--- src/logic/acs_pkg.sv ---
// Purpose: Shared constants for the converter sequencer.
// Assumes: One 8-bit register port, clock at 2 MHz.
// Notes: Sequence timing is counted in sequencer clock cycles.
package acs_pkg;

   // ==========================================================
   // Register map
   localparam logic [7:0] ADDR_CONTROL_STATUS = 8'h30;
   localparam logic [7:0] ADDR_RESULT_1 = 8'h31;
   localparam logic [7:0] ADDR_RESULT_2 = 8'h32;
   localparam logic [7:0] ADDR_RESULT_3 = 8'h33;
   localparam logic [7:0] ADDR_RESULT_4 = 8'h34;
   localparam logic [7:0] ADDR_IRQ_STATUS = 8'h35;
   localparam logic [7:0] ADDR_IRQ_MASK = 8'h36;
   localparam logic [7:0] ADDR_LOW_POWER_CFG = 8'h37;

   // ==========================================================
   // Control, configuration and interrupt field positions
   localparam int CTL_DONE_BIT = 7;
   localparam int CTL_SCAN_BIT = 5;
   localparam int CTL_MULTI_CHANNEL_SEL_BIT = 4;
   localparam int CTL_CHAN_LSB = 0;
   localparam int CFG_DELAY_BIT = 0;
   localparam int IRQ_SEQ_DONE_BIT = 0;
   localparam int IRQ_RESULT_BIT = 1;

   // ==========================================================
   // Reset values
   localparam logic [5:0] CONTROL_RESET = 6'h00;
   localparam logic [1:0] IRQ_RESET = 2'h0;
   localparam logic CFG_DELAY_RESET = 1'b1;

   // ==========================================================
   // Timing
   localparam int PASS_TIME_NS = 64000;
   localparam int E_CLOCK_KHZ = 2000;
   localparam int CONVS_PER_PASS = 4;
   localparam int PASS_CYCLES = PASS_TIME_NS * E_CLOCK_KHZ / 1000000;
   localparam int CONV_CYCLES = PASS_CYCLES / CONVS_PER_PASS;
   localparam logic [4:0] CONV_LAST = 5'(CONV_CYCLES - 1);
   localparam int STARTUP_CYCLES = 4000;
   localparam logic [11:0] STARTUP_LAST = 12'(STARTUP_CYCLES - 1);

   // ==========================================================
   // Channel codes
   localparam logic [3:0] CODE_REF_HIGH = 4'hC;
   localparam logic [3:0] CODE_REF_LOW = 4'hD;
   localparam logic [3:0] CODE_REF_HALF = 4'hE;

   typedef enum logic [1:0] {
      ACS_IDLE = 2'b00,
      ACS_CONVERT = 2'b01,
      ACS_SUSPEND = 2'b10,
      ACS_SETTLE = 2'b11
   } acs_state_t;

endpackage

--- src/logic/acs_result_mem.sv ---
// Purpose: Four 8-bit result words with a registered read port.
// Assumes: Write and read in the same cycle may target one word.
// Notes: Read data stand in the cycle after each read enable, then return to zero.
`timescale 1ns/100ps
module acs_result_mem (
   input wire logic clk_in,
   input wire logic rstn_in,
   input wire logic wr_en_in,
   input wire logic [1:0] wr_idx_in,
   input wire logic [7:0] wr_data_in,
   input wire logic rd_en_in,
   input wire logic rd_mem_in,
   input wire logic [1:0] rd_idx_in,
   input wire logic [7:0] rd_alt_in,
   output logic [7:0] rd_data_out
);

   logic [7:0] words [4];

   // ==========================================================
   // Storage
   // The words keep no reset: their content is undefined until the
   // first sequence has filled them.
   always_ff @(posedge clk_in) begin
      if (wr_en_in) begin
         words[wr_idx_in] <= wr_data_in;
      end
   end

   // ==========================================================
   // Read port
   always_ff @(posedge clk_in or negedge rstn_in) begin
      if (!rstn_in) begin
         rd_data_out <= 8'h00;
      end else if (rd_en_in) begin
         rd_data_out <= rd_mem_in ? words[rd_idx_in] : rd_alt_in;
      end else begin
         rd_data_out <= 8'h00;
      end
   end

endmodule

--- src/logic/acs_sequencer.sv ---
// Purpose: Conversion sequencer of an 8-bit analog-to-digital converter.
// Assumes: The analog converter sits outside; its result bus is stable
// for several cycles before the end of each conversion slot.
// Notes: Stop and wait requests arrive from outside the clock domain.
//
// Behaviour
// RULE1: Scan clear converts once; set repeats forever.
// RULE2: Single mode converts one channel four times.
// RULE3: Multi mode converts four channels, one register each.
// RULE4: Multi mode ignores two low select bits.
// RULE5: Codes 0 to 7 select analog inputs.
// RULE6: Codes 12-14 select references; others reserved.
// RULE7: Result registers are read only.
// RULE8: Software trusts results once done flag set.
// RULE9: Low power suspends; resume resamples current channel.
// RULE10: After wait exit, first conversion is valid.
// RULE11: Stop exit with delay settles before converting; a control write cuts the settle short, and a stop ending while idle gets none.
// RULE12: Without delay, software waits 10 ms.
// RULE13: Full four-conversion pass takes 64 us.
// RULE14: Control write clears flag, restarts sequence.
// RULE15: Flag sets when four results are stored.
// RULE16: Fifth conversion overwrites result one, cyclically.
// RULE17: Each conversion lasts 32 cycles.
// RULE18: Results written strictly to registers one to four.
`timescale 1ns/100ps
module acs_sequencer (
   input wire logic clk_in,
   input wire logic rstn_in,
   input wire logic [7:0] addr_in,
   input wire logic [7:0] wdata_in,
   input wire logic wr_in,
   input wire logic rd_in,
   output logic [7:0] rdata_out,
   input wire logic [7:0] conv_data_in,
   input wire logic stop_mode_in,
   input wire logic wait_mode_in,
   output logic conv_sample_out,
   output logic [7:0] analog_sel_out,
   output logic [2:0] ref_sel_out,
   output logic analog_bias_en_out,
   output logic busy_out,
   output logic irq_out
);

   // ==========================================================
   // Channel decode
   // One-hot analog input select; reserved codes select nothing.
   function automatic logic [7:0] input_select(input logic [3:0] code);
      input_select = 8'h00;
      if (!code[3]) begin
         input_select[code[2:0]] = 1'b1;
      end
   endfunction

   // Reference select: bit 0 high, bit 1 low, bit 2 half of high.
   function automatic logic [2:0] ref_select(input logic [3:0] code);
      logic [2:0] sel;
      sel = 3'h0;
      unique case (code)
         acs_pkg::CODE_REF_HIGH: sel = 3'h1;
         acs_pkg::CODE_REF_LOW: sel = 3'h2;
         acs_pkg::CODE_REF_HALF: sel = 3'h4;
         default: sel = 3'h0;
      endcase
      ref_select = sel;
   endfunction

   // Code converted in a slot: group mode puts the slot number in the
   // two low select bits.
   function automatic logic [3:0] slot_select(input logic multi,
      input logic [3:0] chan, input logic [1:0] idx);
      slot_select = multi ? {chan[3:2], idx} // RULE3 RULE4
                          : chan; // RULE2
   endfunction

   // ==========================================================
   // Declarations
   acs_pkg::acs_state_t state;
   acs_pkg::acs_state_t next_state;
   logic scan;
   logic multi_channel_sel;
   logic [3:0] chan_code;
   logic done_flag;
   logic [1:0] slot;
   logic [4:0] conv_cnt;
   logic [11:0] settle_cnt;
   logic exit_delay;
   logic left_by_stop;
   logic [1:0] irq_status;
   logic [1:0] irq_mask;
   logic [7:0] data_meta;
   logic [7:0] data_sync;
   logic stop_meta;
   logic stop_sync;
   logic wait_meta;
   logic wait_sync;

   // ==========================================================
   // Synchronisers
   // Each data bit is synchronised on its own; the converter holds its
   // result steady for several cycles before the slot ends, so bits
   // that settle on different edges are never stored as a mixed word.
   always_ff @(posedge clk_in or negedge rstn_in) begin
      if (!rstn_in) begin
         data_meta <= 8'h00;
         data_sync <= 8'h00;
         stop_meta <= 1'b0;
         stop_sync <= 1'b0;
         wait_meta <= 1'b0;
         wait_sync <= 1'b0;
      end else begin
         data_meta <= conv_data_in;
         data_sync <= data_meta;
         stop_meta <= stop_mode_in;
         stop_sync <= stop_meta;
         wait_meta <= wait_mode_in;
         wait_sync <= wait_meta;
      end
   end

   // ==========================================================
   // Register decode
   wire ctl_write = wr_in && (addr_in == acs_pkg::ADDR_CONTROL_STATUS);
   wire sts_write = wr_in && (addr_in == acs_pkg::ADDR_IRQ_STATUS);
   wire msk_write = wr_in && (addr_in == acs_pkg::ADDR_IRQ_MASK);
   wire cfg_write = wr_in && (addr_in == acs_pkg::ADDR_LOW_POWER_CFG);
   // Result addresses decode for reads only, so writes there vanish.
   wire rd_result = (addr_in >= acs_pkg::ADDR_RESULT_1) &&
                    (addr_in <= acs_pkg::ADDR_RESULT_4); // RULE7
   // Only the two low bits of the offset matter once the range check
   // above has passed.
   wire [1:0] rd_idx = 2'(addr_in - acs_pkg::ADDR_RESULT_1);
   wire low_power = stop_sync || wait_sync;

   wire [7:0] ctl_read = {done_flag, 1'b0, scan, multi_channel_sel, chan_code};
   wire [7:0] alt_read =
      (addr_in == acs_pkg::ADDR_CONTROL_STATUS) ? ctl_read :
      (addr_in == acs_pkg::ADDR_IRQ_STATUS) ? {6'h00, irq_status} :
      (addr_in == acs_pkg::ADDR_IRQ_MASK) ? {6'h00, irq_mask} :
      (addr_in == acs_pkg::ADDR_LOW_POWER_CFG) ? {7'h00, exit_delay} :
      8'h00;

   // ==========================================================
   // Slot timing and the channel of the next slot
   wire conv_end = (state == acs_pkg::ACS_CONVERT) &&
                   (conv_cnt == acs_pkg::CONV_LAST) && !low_power; // RULE17
   wire pass_end = conv_end && (slot == 2'h3);
   wire settle_end = (settle_cnt == acs_pkg::STARTUP_LAST);
   // The select outputs are registered, so they are fed from the slot
   // and control values that take effect at the same edge; otherwise a
   // new slot would open with the select of the slot before it.
   wire [1:0] next_slot = ctl_write ? 2'h0 :
                          conv_end ? 2'(slot + 2'h1) : slot;
   wire next_multi_channel_sel = ctl_write ? wdata_in[acs_pkg::CTL_MULTI_CHANNEL_SEL_BIT] : multi_channel_sel;
   wire [3:0] next_chan =
      ctl_write ? wdata_in[acs_pkg::CTL_CHAN_LSB +: 4] : chan_code;
   wire [3:0] slot_code = slot_select(next_multi_channel_sel, next_chan, next_slot);

   // ==========================================================
   // Sequencer state
   always_comb begin
      next_state = state;
      unique case (state)
         acs_pkg::ACS_IDLE: begin
            next_state = acs_pkg::ACS_IDLE;
         end
         acs_pkg::ACS_CONVERT: begin
            if (low_power) begin
               next_state = acs_pkg::ACS_SUSPEND; // RULE9
            end else if (pass_end && !scan) begin
               next_state = acs_pkg::ACS_IDLE; // RULE1
            end
         end
         acs_pkg::ACS_SUSPEND: begin
            if (!low_power) begin
               if (left_by_stop && exit_delay) begin
                  next_state = acs_pkg::ACS_SETTLE; // RULE11
               end else begin
                  next_state = acs_pkg::ACS_CONVERT; // RULE10
               end
            end
         end
         acs_pkg::ACS_SETTLE: begin
            if (low_power) begin
               next_state = acs_pkg::ACS_SUSPEND;
            end else if (settle_end) begin
               next_state = acs_pkg::ACS_CONVERT;
            end
         end
      endcase
      if (ctl_write) begin
         next_state = low_power ? acs_pkg::ACS_SUSPEND
                                : acs_pkg::ACS_CONVERT; // RULE14
      end
   end

   always_ff @(posedge clk_in or negedge rstn_in) begin
      if (!rstn_in) begin
         state <= acs_pkg::ACS_IDLE;
      end else begin
         state <= next_state;
      end
   end

   // ==========================================================
   // Slot and cycle counters
   // Leaving the convert state always clears the cycle count, so a
   // suspended channel is sampled afresh on return.
   always_ff @(posedge clk_in or negedge rstn_in) begin
      if (!rstn_in) begin
         conv_cnt <= 5'h00;
         slot <= 2'h0;
      end else if (ctl_write) begin
         conv_cnt <= 5'h00;
         slot <= 2'h0; // RULE14
      end else if (state != acs_pkg::ACS_CONVERT || low_power) begin
         conv_cnt <= 5'h00; // RULE9
      end else if (conv_end) begin
         conv_cnt <= 5'h00;
         slot <= 2'(slot + 2'h1); // RULE16 RULE18
      end else begin
         conv_cnt <= 5'(conv_cnt + 5'h01); // RULE13
      end
   end

   // The settle wait is fixed; software that turns it off must wait for
   // the converter itself, since nothing here holds results back.
   always_ff @(posedge clk_in or negedge rstn_in) begin
      if (!rstn_in) begin
         settle_cnt <= 12'h000;
      end else if (state == acs_pkg::ACS_SETTLE) begin
         settle_cnt <= 12'(settle_cnt + 12'h001);
      end else begin
         settle_cnt <= 12'h000;
      end
   end

   // Only a stop turns the bias off, so only a stop exit may need the
   // settle wait; a wait that overlaps a stop still counts as a stop.
   always_ff @(posedge clk_in or negedge rstn_in) begin
      if (!rstn_in) begin
         left_by_stop <= 1'b0;
      end else if (state != acs_pkg::ACS_SUSPEND && low_power) begin
         left_by_stop <= stop_sync;
      end else if (state == acs_pkg::ACS_SUSPEND && stop_sync) begin
         left_by_stop <= 1'b1;
      end
   end

   // ==========================================================
   // Control, configuration and done flag
   always_ff @(posedge clk_in or negedge rstn_in) begin
      if (!rstn_in) begin
         scan <= acs_pkg::CONTROL_RESET[acs_pkg::CTL_SCAN_BIT];
         multi_channel_sel <= acs_pkg::CONTROL_RESET[acs_pkg::CTL_MULTI_CHANNEL_SEL_BIT];
         chan_code <= acs_pkg::CONTROL_RESET[3:0];
         exit_delay <= acs_pkg::CFG_DELAY_RESET;
      end else begin
         if (ctl_write) begin
            scan <= wdata_in[acs_pkg::CTL_SCAN_BIT];
            multi_channel_sel <= wdata_in[acs_pkg::CTL_MULTI_CHANNEL_SEL_BIT];
            chan_code <= wdata_in[acs_pkg::CTL_CHAN_LSB +: 4];
         end
         if (cfg_write) begin
            exit_delay <= wdata_in[acs_pkg::CFG_DELAY_BIT];
         end
      end
   end

   // A new command abandons the running pass, so its own clear wins
   // over a pass that ends in the same cycle.
   always_ff @(posedge clk_in or negedge rstn_in) begin
      if (!rstn_in) begin
         done_flag <= 1'b0;
      end else if (ctl_write) begin
         done_flag <= 1'b0; // RULE14
      end else if (pass_end) begin
         done_flag <= 1'b1; // RULE15 RULE8
      end
   end

   // ==========================================================
   // Interrupts
   // An event and a clear in the same cycle leave the bit set, so an
   // event is never lost to a clear aimed at an older one.
   wire [1:0] irq_events;
   assign irq_events[acs_pkg::IRQ_SEQ_DONE_BIT] = pass_end; // RULE15
   assign irq_events[acs_pkg::IRQ_RESULT_BIT] = conv_end;
   wire [1:0] irq_clear = sts_write ? wdata_in[1:0] : 2'h0;

   always_ff @(posedge clk_in or negedge rstn_in) begin
      if (!rstn_in) begin
         irq_status <= acs_pkg::IRQ_RESET;
         irq_mask <= acs_pkg::IRQ_RESET;
         irq_out <= 1'b0;
      end else begin
         irq_status <= (irq_status & ~irq_clear) | irq_events;
         if (msk_write) begin
            irq_mask <= wdata_in[1:0];
         end
         irq_out <= |(irq_status & irq_mask);
      end
   end

   // ==========================================================
   // Analog side outputs
   always_ff @(posedge clk_in or negedge rstn_in) begin
      if (!rstn_in) begin
         conv_sample_out <= 1'b0;
         analog_sel_out <= 8'h00;
         ref_sel_out <= 3'h0;
         analog_bias_en_out <= 1'b0;
         busy_out <= 1'b0;
      end else begin
         // A slot opens on each entry into converting and at each slot
         // boundary; a control write reopens slot zero even mid-slot.
         conv_sample_out <= (next_state == acs_pkg::ACS_CONVERT) &&
                            (state != acs_pkg::ACS_CONVERT || conv_end ||
                             ctl_write);
         analog_sel_out <= input_select(slot_code); // RULE5
         ref_sel_out <= ref_select(slot_code); // RULE6
         analog_bias_en_out <= !stop_sync;
         busy_out <= (next_state != acs_pkg::ACS_IDLE);
      end
   end

   // ==========================================================
   // Result storage and read port
   acs_result_mem u_results (
      .clk_in(clk_in),
      .rstn_in(rstn_in),
      .wr_en_in(conv_end),
      .wr_idx_in(slot), // RULE18
      .wr_data_in(data_sync),
      .rd_en_in(rd_in),
      .rd_mem_in(rd_result),
      .rd_idx_in(rd_idx),
      .rd_alt_in(alt_read),
      .rd_data_out(rdata_out)
   );

endmodule

--- config.mk ---
export PLATFORM = sky130hd
export DESIGN_NAME = acs_sequencer
export DESIGN_NICKNAME = d
export VERILOG_FILES = /design/src/logic/acs_pkg.sv /design/src/logic/acs_result_mem.sv /design/src/logic/acs_sequencer.sv
export SDC_FILE = /design/constraint.sdc
export NUM_CORES = 1
export LEC_CHECK = 0
export ABC_AREA = 1
export BUFFER_PORTS_ARGS = -buffer_cell sky130_fd_sc_hd__buf_2
export CORE_UTILIZATION = 47
export DETAILED_ROUTE_END_ITERATION = 12
export PLACE_DENSITY_LB_ADDON = 0.1
export SLEW_MARGIN = 40
export SYNTH_ARGS = -nofsm -noshare
export SYNTH_HDL_FRONTEND = slang
export SYNTH_SLANG_ARGS = --single-unit
--- constraint.sdc ---
create_clock -name clk_in -period 2.5 [get_ports clk_in]
set_clock_uncertainty 0.1 [all_clocks]
set_input_delay 0.125 -clock clk_in [delete_from_list [all_inputs] [get_ports clk_in]]
set_output_delay 0.125 -clock clk_in [all_outputs]
set_load 0.02 [all_outputs]
==> results of run 1 <==
-- worst paths after layout --
path	from	to	slack, ns	cells after the start
setup / recovery	conv_cnt[0]$_DFF_PN0_	busy_out$_DFF_PN0_	0.52	9
hold / removal	addr_in[3]	exit_delay$_DFFE_PN1P_	0.08	6
setup reg to reg	conv_cnt[0]$_DFF_PN0_	busy_out$_DFF_PN0_	0.52	9
hold reg to reg	data_meta[0]$_DFF_PN0_	data_sync[0]$_DFF_PN0_	0.26	0
max in group asynchronous	rstn_in	u_results.rd_data_out[4]$_DFF_PN0_	1.56	2
min in group asynchronous	rstn_in	data_sync[0]$_DFF_PN0_	0.22	2
-- metal layers --
| metal | share of wire (%) | track usage [%] |
|---|---|---|
| met4 | 2.2 | 8.473 |
| met5 | 0 | 0 |
| met3 | 4.3 | 5.062 |
| met2 | 47 | 31.24 |
| met1 | 46 | 24.55 |
-- tightest hold or removal path, delay by kind of cell --
family,cells,cell delay (ns)
compound gates,1,0.08
buf+inv,1,0.10
simple gates,4,0.25
-- where the power goes --
part           internal, mW  total, mW  switching (mW)
sequential             1.88       1.91          0.0293
clock                 0.580       1.19           0.608
combinational         0.101      0.280           0.179
total                  2.56       3.38           0.817
-- synthesized netlist by cell type (9+ instances only) --
master / instances / share of area, %
edfxtp_1: 32 / 21
nand3_2: 9 / 2.0
a21oi_1: 13 / 1.4
nand2_1: 70 / 5.7
nand3_1: 22 / 2.4
ha_1: 11 / 3.0
o21ai_0: 38 / 4.1
nand2_2: 12 / 1.6
inv_1: 46 / 3.8
nor2_1: 67 / 5.5
dfrtp_1: 76 / 41
-- flip-flops by register name, summed over array words and instances, names as in the netlist, 2 cells and up --
register	cells
u_results.words	32
settle_cnt	12
analog_sel_out	8
data_meta	8
data_sync	8
u_results.rd_data_out	8
conv_cnt	5
chan_code	4
ref_sel_out	3
irq_mask	2
irq_status	2
slot	2
state	2
-- through the flow --
stage | utilization, % | setup WS (ns) | area (um^2) | hold slack (ns) | power, mW
floorplan | - | 0.5270 | 4599 | -0.2706 | 2.101
global placement | 53.50 | 0.5775 | 5014 | 0.1326 | 2.204
detailed placement | 53.54 | 0.5135 | 5017 | 0.1083 | 2.211
CTS | 58.05 | 0.4953 | 5440 | 0.05547 | 3.429
global route | 58.05 | 0.3213 | 5440 | 0.09252 | 3.532
finish | 58.05 | 0.5209 | 5440 | 0.07803 | 3.381
-- kinds of logic (layout without fill, tap and decap cells) --
logic type / Yosys count / in the layout
simple gates: 199 / 199
flops: 109 / 109
compound gates: 64 / 64
buf+inv: 57 / 142
fa+ha+maj: 11 / 11
xor+xnor: 3 / 3
-- timing repair --
item,4_1_cts,5_1_grt
hold buffers,19,0
buffers inserted,0,0
resized for setup,0,0
endpoints found under the hold margin,105,0
-- layout make-up --
cell class | instances | area (um^2) | area share [%]
timing repair buffer | 76 | 499.2 | 9.177
clock inverter | 7 | 108.9 | 2.001
multi-input combinational | 277 | 1470 | 27.02
inverter | 50 | 187.7 | 3.450
sequential | 109 | 2889 | 53.10
tap | 129 | 161.4 | 2.967
clock buffer | 9 | 123.9 | 2.277
==> impl_metrics.json, run 1 <==
{
  "irDropWorstVdd_v": 0.0004010,
  "die_w_um": 100.9,
  "clockBufferDepth": 2,
  "cts-root-buf": "clkbuf_8",
  "hold_viol_final": 0,
  "synthMuxAreaShare_pct": 0,
  "start_util_pct": 49.08,
  "wl_um": 8588,
  "worst_pin_slew_ns": 0.7132,
  "die_h_um": 100.9,
  "outcome": "completed",
  "port_buffers": 50,
  "antenna_cells": 0,
  "relSlewSlack_pct": 52.46,
  "final_common_cell": "dfrtp_1",
  "dp_cells": 622,
  "synth_compound_area_share_pct": 7.726,
  "max_freq_mhz": 505.3,
  "final_max_slew_viol_count": 0,
  "dr.first_iter.drc_count": 98,
  "num_rows": 35,
  "period_share_pct": 79.16,
  "grt_pass1_wl_um": 14660,
  "critical_path_class": "reg2reg",
  "setup_viol": 0,
  "synth-adder-area-share_pct": 2.992,
  "dieArea_mm2": 0.01019,
  "synthCells": 443,
  "avgSynthCellArea_um2": 10.38,
  "cts-htree-levels": 3,
  "viasPerCell": 4.840,
  "rsz0062_at_grt": "no",
  "synth_xor_area_share_pct": 0.5713,
  "hold_path_class": "in2reg",
  "synth_top_family_by_area": "simple AND/OR/NAND/NOR gates",
  "cts_inserted_buffers": 9,
  "cts_tree": "built",
  "nets": 564,
  "path_cells": "ha_1 > and3_1 > ha_1 > nand3_2 > nor2_1 > buf_4 > nand2_1 > nand3_1 > nand2_1",
  "vias": 3180,
  "synth-simple-area-share_pct": 20.67,
  "async_reset_ff_share_pct": 70.64,
  "synth_area_mm2": 0.004599,
  "clock_sinks": 109,
  "syn_nets": 484,
  "grt_usage_pct": 19.30,
  "drcViolationCount": 0,
  "routedWlPerCell_um": 13.07,
  "crit_fanout": 9,
  "critPathRequiredTime_ns": 2.66,
  "synth-edff-count": 32,
  "pin_count": 53,
  "critPathSlowestCell": "dfrtp_1",
  "ant_nets": 0,
  "ys_ff_latch": 109,
  "p_leak_nw": 2.527,
  "area_growth_pct": 18.28,
  "cp-end-kind": "register",
  "max_cap_violations": 0,
  "finalCriticalPeriod_ns": 1.979,
  "antenna_found_initial": 0,
  "firstDrtPassIters": 4,
  "final_cell_mix": "76 x dfrtp_1, 70 x nand2_1, 67 x nor2_1",
  "stdcell_count": 657,
  "crit_family": "simple AND/OR/NAND/NOR gates",
  "grt.overflow.total": 0,
  "crit_path_max_incr_delay_ns": 0.38,
  "core_mm2": 0.009371,
  "cp.arrival_ns": 2.14,
  "grt_pass1_vias": 3139,
  "fillers": 849,
  "ys_warn_count": 0,
  "dp_hpwl_um": 5789,
  "clkTransAtPathRegs_ns": 0.10,
  "gp_congestion": 0.8016,
  "setup_tns_ns": 0,
  "ys_seq_area_share_pct": 62.81,
  "startpoint_type": "register",
  "synthFlopType": "dfrtp_1",
  "crit_buf_inv": 1,
  "synthDistinctLibCells": 37,
  "clock_latency_ns": 0.37,
  "grt_max_degree": 78,
  "drive_above_1_share_pct": 21.02,
  "p_per_area_mw_per_mm2": 621.5
}
Note: power is estimated with default switching activity, not from simulation.
==> run 2, diff against run 1 <==
ABC_AREA = 0   (was 1)
clock period = 1.7 ns   (was 2.5 ns; I/O delays follow)
==> run 2 against run 1 <==
The flow now finishes with violations (DRC, setup timing). Register-to-register slack got worse by 0.72 ns. Combinational power rose by 53%. Flip-flop and latch count did not move. Worst hold slack got worse by 0.0081 ns. Sequential share of layout area fell by 1.5 points. Synthesized cell count fell by 30%. Critical endpoint is now analog_sel_out[3]$_DFF_PN0_.
==> impl_metrics.json, run 2 <==
{
  "outcome": "finished with violations",
  "violations": "DRC, setup timing",
  "dp_cells": 498,
  "core_mm2": 0.008848,
  "synthDistinctLibCells": 53,
  "num_rows": 34,
  "firstDrtPassIters": 10,
  "yosys.area.top_type": "dfrtp_1",
  "period_share_pct": 111.7,
  "nets": 468,
  "synth_top_area_share_pct": 43.69,
  "yosysMostFrequentCell": "dfrtp_1",
  "finalCriticalPeriod_ns": 1.899,
  "area_growth_pct": 28.51,
  "pin_count": 53,
  "ant_nets": 0,
  "final_max_slew_viol_count": 0,
  "vias": 2818,
  "critPathRequiredTime_ns": 1.89,
  "dp_hpwl_um": 5642,
  "wl_um": 8494,
  "antenna_cells": 0,
  "whs_ns": 0.06997,
  "grt_max_degree": 37,
  "drive_above_1_share_pct": 39.35,
  "synth-edff-count": 32,
  "dieArea_mm2": 0.009650,
  "largest_register_ff_count": 32,
  "synth_area_mm2": 0.004353,
  "grt_pass1_vias": 2829,
  "gp_congestion": 0.8074,
  "hold_viol_final": 0,
  "grt.overflow.total": 0,
  "preCtsSetupSlack_ns": -0.2204,
  "stdcell_count": 540,
  "fillers": 702,
  "antenna_found_initial": 0,
  "async_reset_ff_share_pct": 70.64,
  "pwr-share-comb_pct": 9.2,
  "hp-start": "addr_in[6]",
  "pwr-share-seq_pct": 60.4,
  "cp.arrival_ns": 2.09,
  "reg.largest.list": "u_results.words x32, settle_cnt x12",
  "final_cell_mix": "76 x dfrtp_1, 49 x buf_2, 41 x buf_4",
  "relSlewSlack_pct": 65.79,
  "cts-root-buf": "clkbuf_8",
  "grt_pass1_wl_um": 13990,
  "cts_tree": "built",
  "cp-end-kind": "register",
  "p_per_area_mw_per_mm2": 829.6,
  "finalWorstSetupSlack_ns": -0.1991,
  "grt_usage_pct": 19.10,
  "worst_pin_slew_ns": 0.5132,
  "drcViolationCount": 2,
  "clock_latency_ns": 0.36,
  "ys_ff_latch": 109,
  "synthCells": 310,
  "setup_viol": 46,
  "power_mw": 4.641,
  "final_common_cell": "dfrtp_1",
  "switching_power_mw": 1.137,
  "start_util_pct": 49.19,
  "synthTopCellsByArea": "dfrtp_1 44%, edfxtp_1 22%, mux4_2 4.1%, ha_1 3.2%, nor2_1 1.9%",
  "p_int_mw": 3.504,
  "clockBufferDepth": 2,
  "cts-htree-levels": 3,
  "ys_warn_count": 0,
  "crit_fanout": 7,
  "startpoint_type": "register",
  "irDropWorstVdd_v": 0.0004941,
  "critical_path_class": "reg2reg",
  "die_w_um": 98.24,
  "port_buffers": 50,
  "p_leak_nw": 2.492,
  "ys_seq_area_share_pct": 66.37,
  "top_register": "u_results.words",
  "synthFlopType": "dfrtp_1",
  "routedWlPerCell_um": 15.73,
  "rrSetupSlack_ns": -0.20,
  "max_freq_mhz": 526.6,
  "syn_nets": 351,
  "critPathLaunch": "conv_cnt[1]$_DFF_PN0_",
  "ys_top_cells_by_count": "76 x dfrtp_1, 32 x edfxtp_1, 22 x nor2_1",
  "viasPerCell": 5.219,
  "clkPwrFrac_pct": 30.4,
  "cts_inserted_buffers": 9,
  "final_util_pct": 63.22,
  "dr.first_iter.drc_count": 88,
  "clock_sinks": 109,
  "max_cap_violations": 0,
  "timing.rr.start": "conv_cnt[1]$_DFF_PN0_",
  "p_sw_share_pct": 24.50,
  "clkTransAtPathRegs_ns": 0.10,
  "hold_path_class": "in2reg",
  "die_h_um": 98.24,
  "avgSynthCellArea_um2": 14.04,
  "rsz0062_at_grt": "yes"
}
[run 2: metal layers]
metal	track usage [%]	routed length (um)	up-vias
li1	-	-	1342
met1	25.16	3826	1403
met2	31.85	4215	67
met3	4.009	382	6
met4	6.200	70	0
met5	0	0	-
[run 2: what timing repair did]
item	CTS	global route
hold buffers	18	0
setup endpoints to repair	37	53
resized for setup	15	16
endpoints found under the hold margin	101	0
setup buffers	8	2
pin swaps	1	3
[run 2: final timing paths]
path                       cells past startpoint                                 end
setup / recovery                               8         analog_sel_out[3]$_DFF_PN0_
hold / removal                                 5  u_results.rd_data_out[0]$_DFF_PN0_
setup reg to reg                               8         analog_sel_out[3]$_DFF_PN0_
hold reg to reg                                0              data_sync[5]$_DFF_PN0_
max in group asynchronous                      3              exit_delay$_DFFE_PN1P_
min in group asynchronous                      2  u_results.rd_data_out[1]$_DFF_PN0_
[run 2: kinds of logic after synthesis]
group,Yosys count,synth area share [%]
AND/OR/NAND/NOR,108,13.91
flip-flops,109,66.37
adder cells (fa/ha/maj),11,3.162
XOR/XNOR,10,2.012
multiplexers,16,6.180
AO/OA/AOI/OAI,38,6.353
buffers and inverters,18,2.012
[run 2: power groups by stage]
stage	sequential [mW]	combinational, mW	clock (mW)
2_1_floorplan	2.87	0.156	0
3_3_place_gp	2.85	0.356	0
3_5_place_dp	2.86	0.362	0
4_1_cts	2.80	0.419	1.47
5_1_grt	2.81	0.472	1.57
6_report	2.80	0.429	1.41
[run 2: layout make-up]
cell class	instances	area, um^2	share of cell area (%)
tap	108	135.1	2.416
sequential	109	2889	51.64
multi-input combinational	183	1543	27.58
clock inverter	6	46.29	0.8276
clock buffer	10	127.6	2.281
timing repair buffer	113	807.0	14.43
inverter	11	46.29	0.8276
[run 2: metrics by stage]
stage                     area, um^2  setup TNS, ns
after floorplan                 4413         -1.461
after global placement          5067         -3.823
after detailed placement        5067         -4.629
after CTS                       5517         -2.781
after global routing            5594         -7.507
final                           5594         -4.299
[run 2: critical path, stage by stage, from the launching register on]
cell and delay (ns):
dfrtp_1 0.39, ha_2 0.19, and3_4 0.18, ha_4 0.18, a21oi_1 0.19, a21oi_2 0.05
buf_4 0.16, o21a_4 0.22, nor3_2 0.18
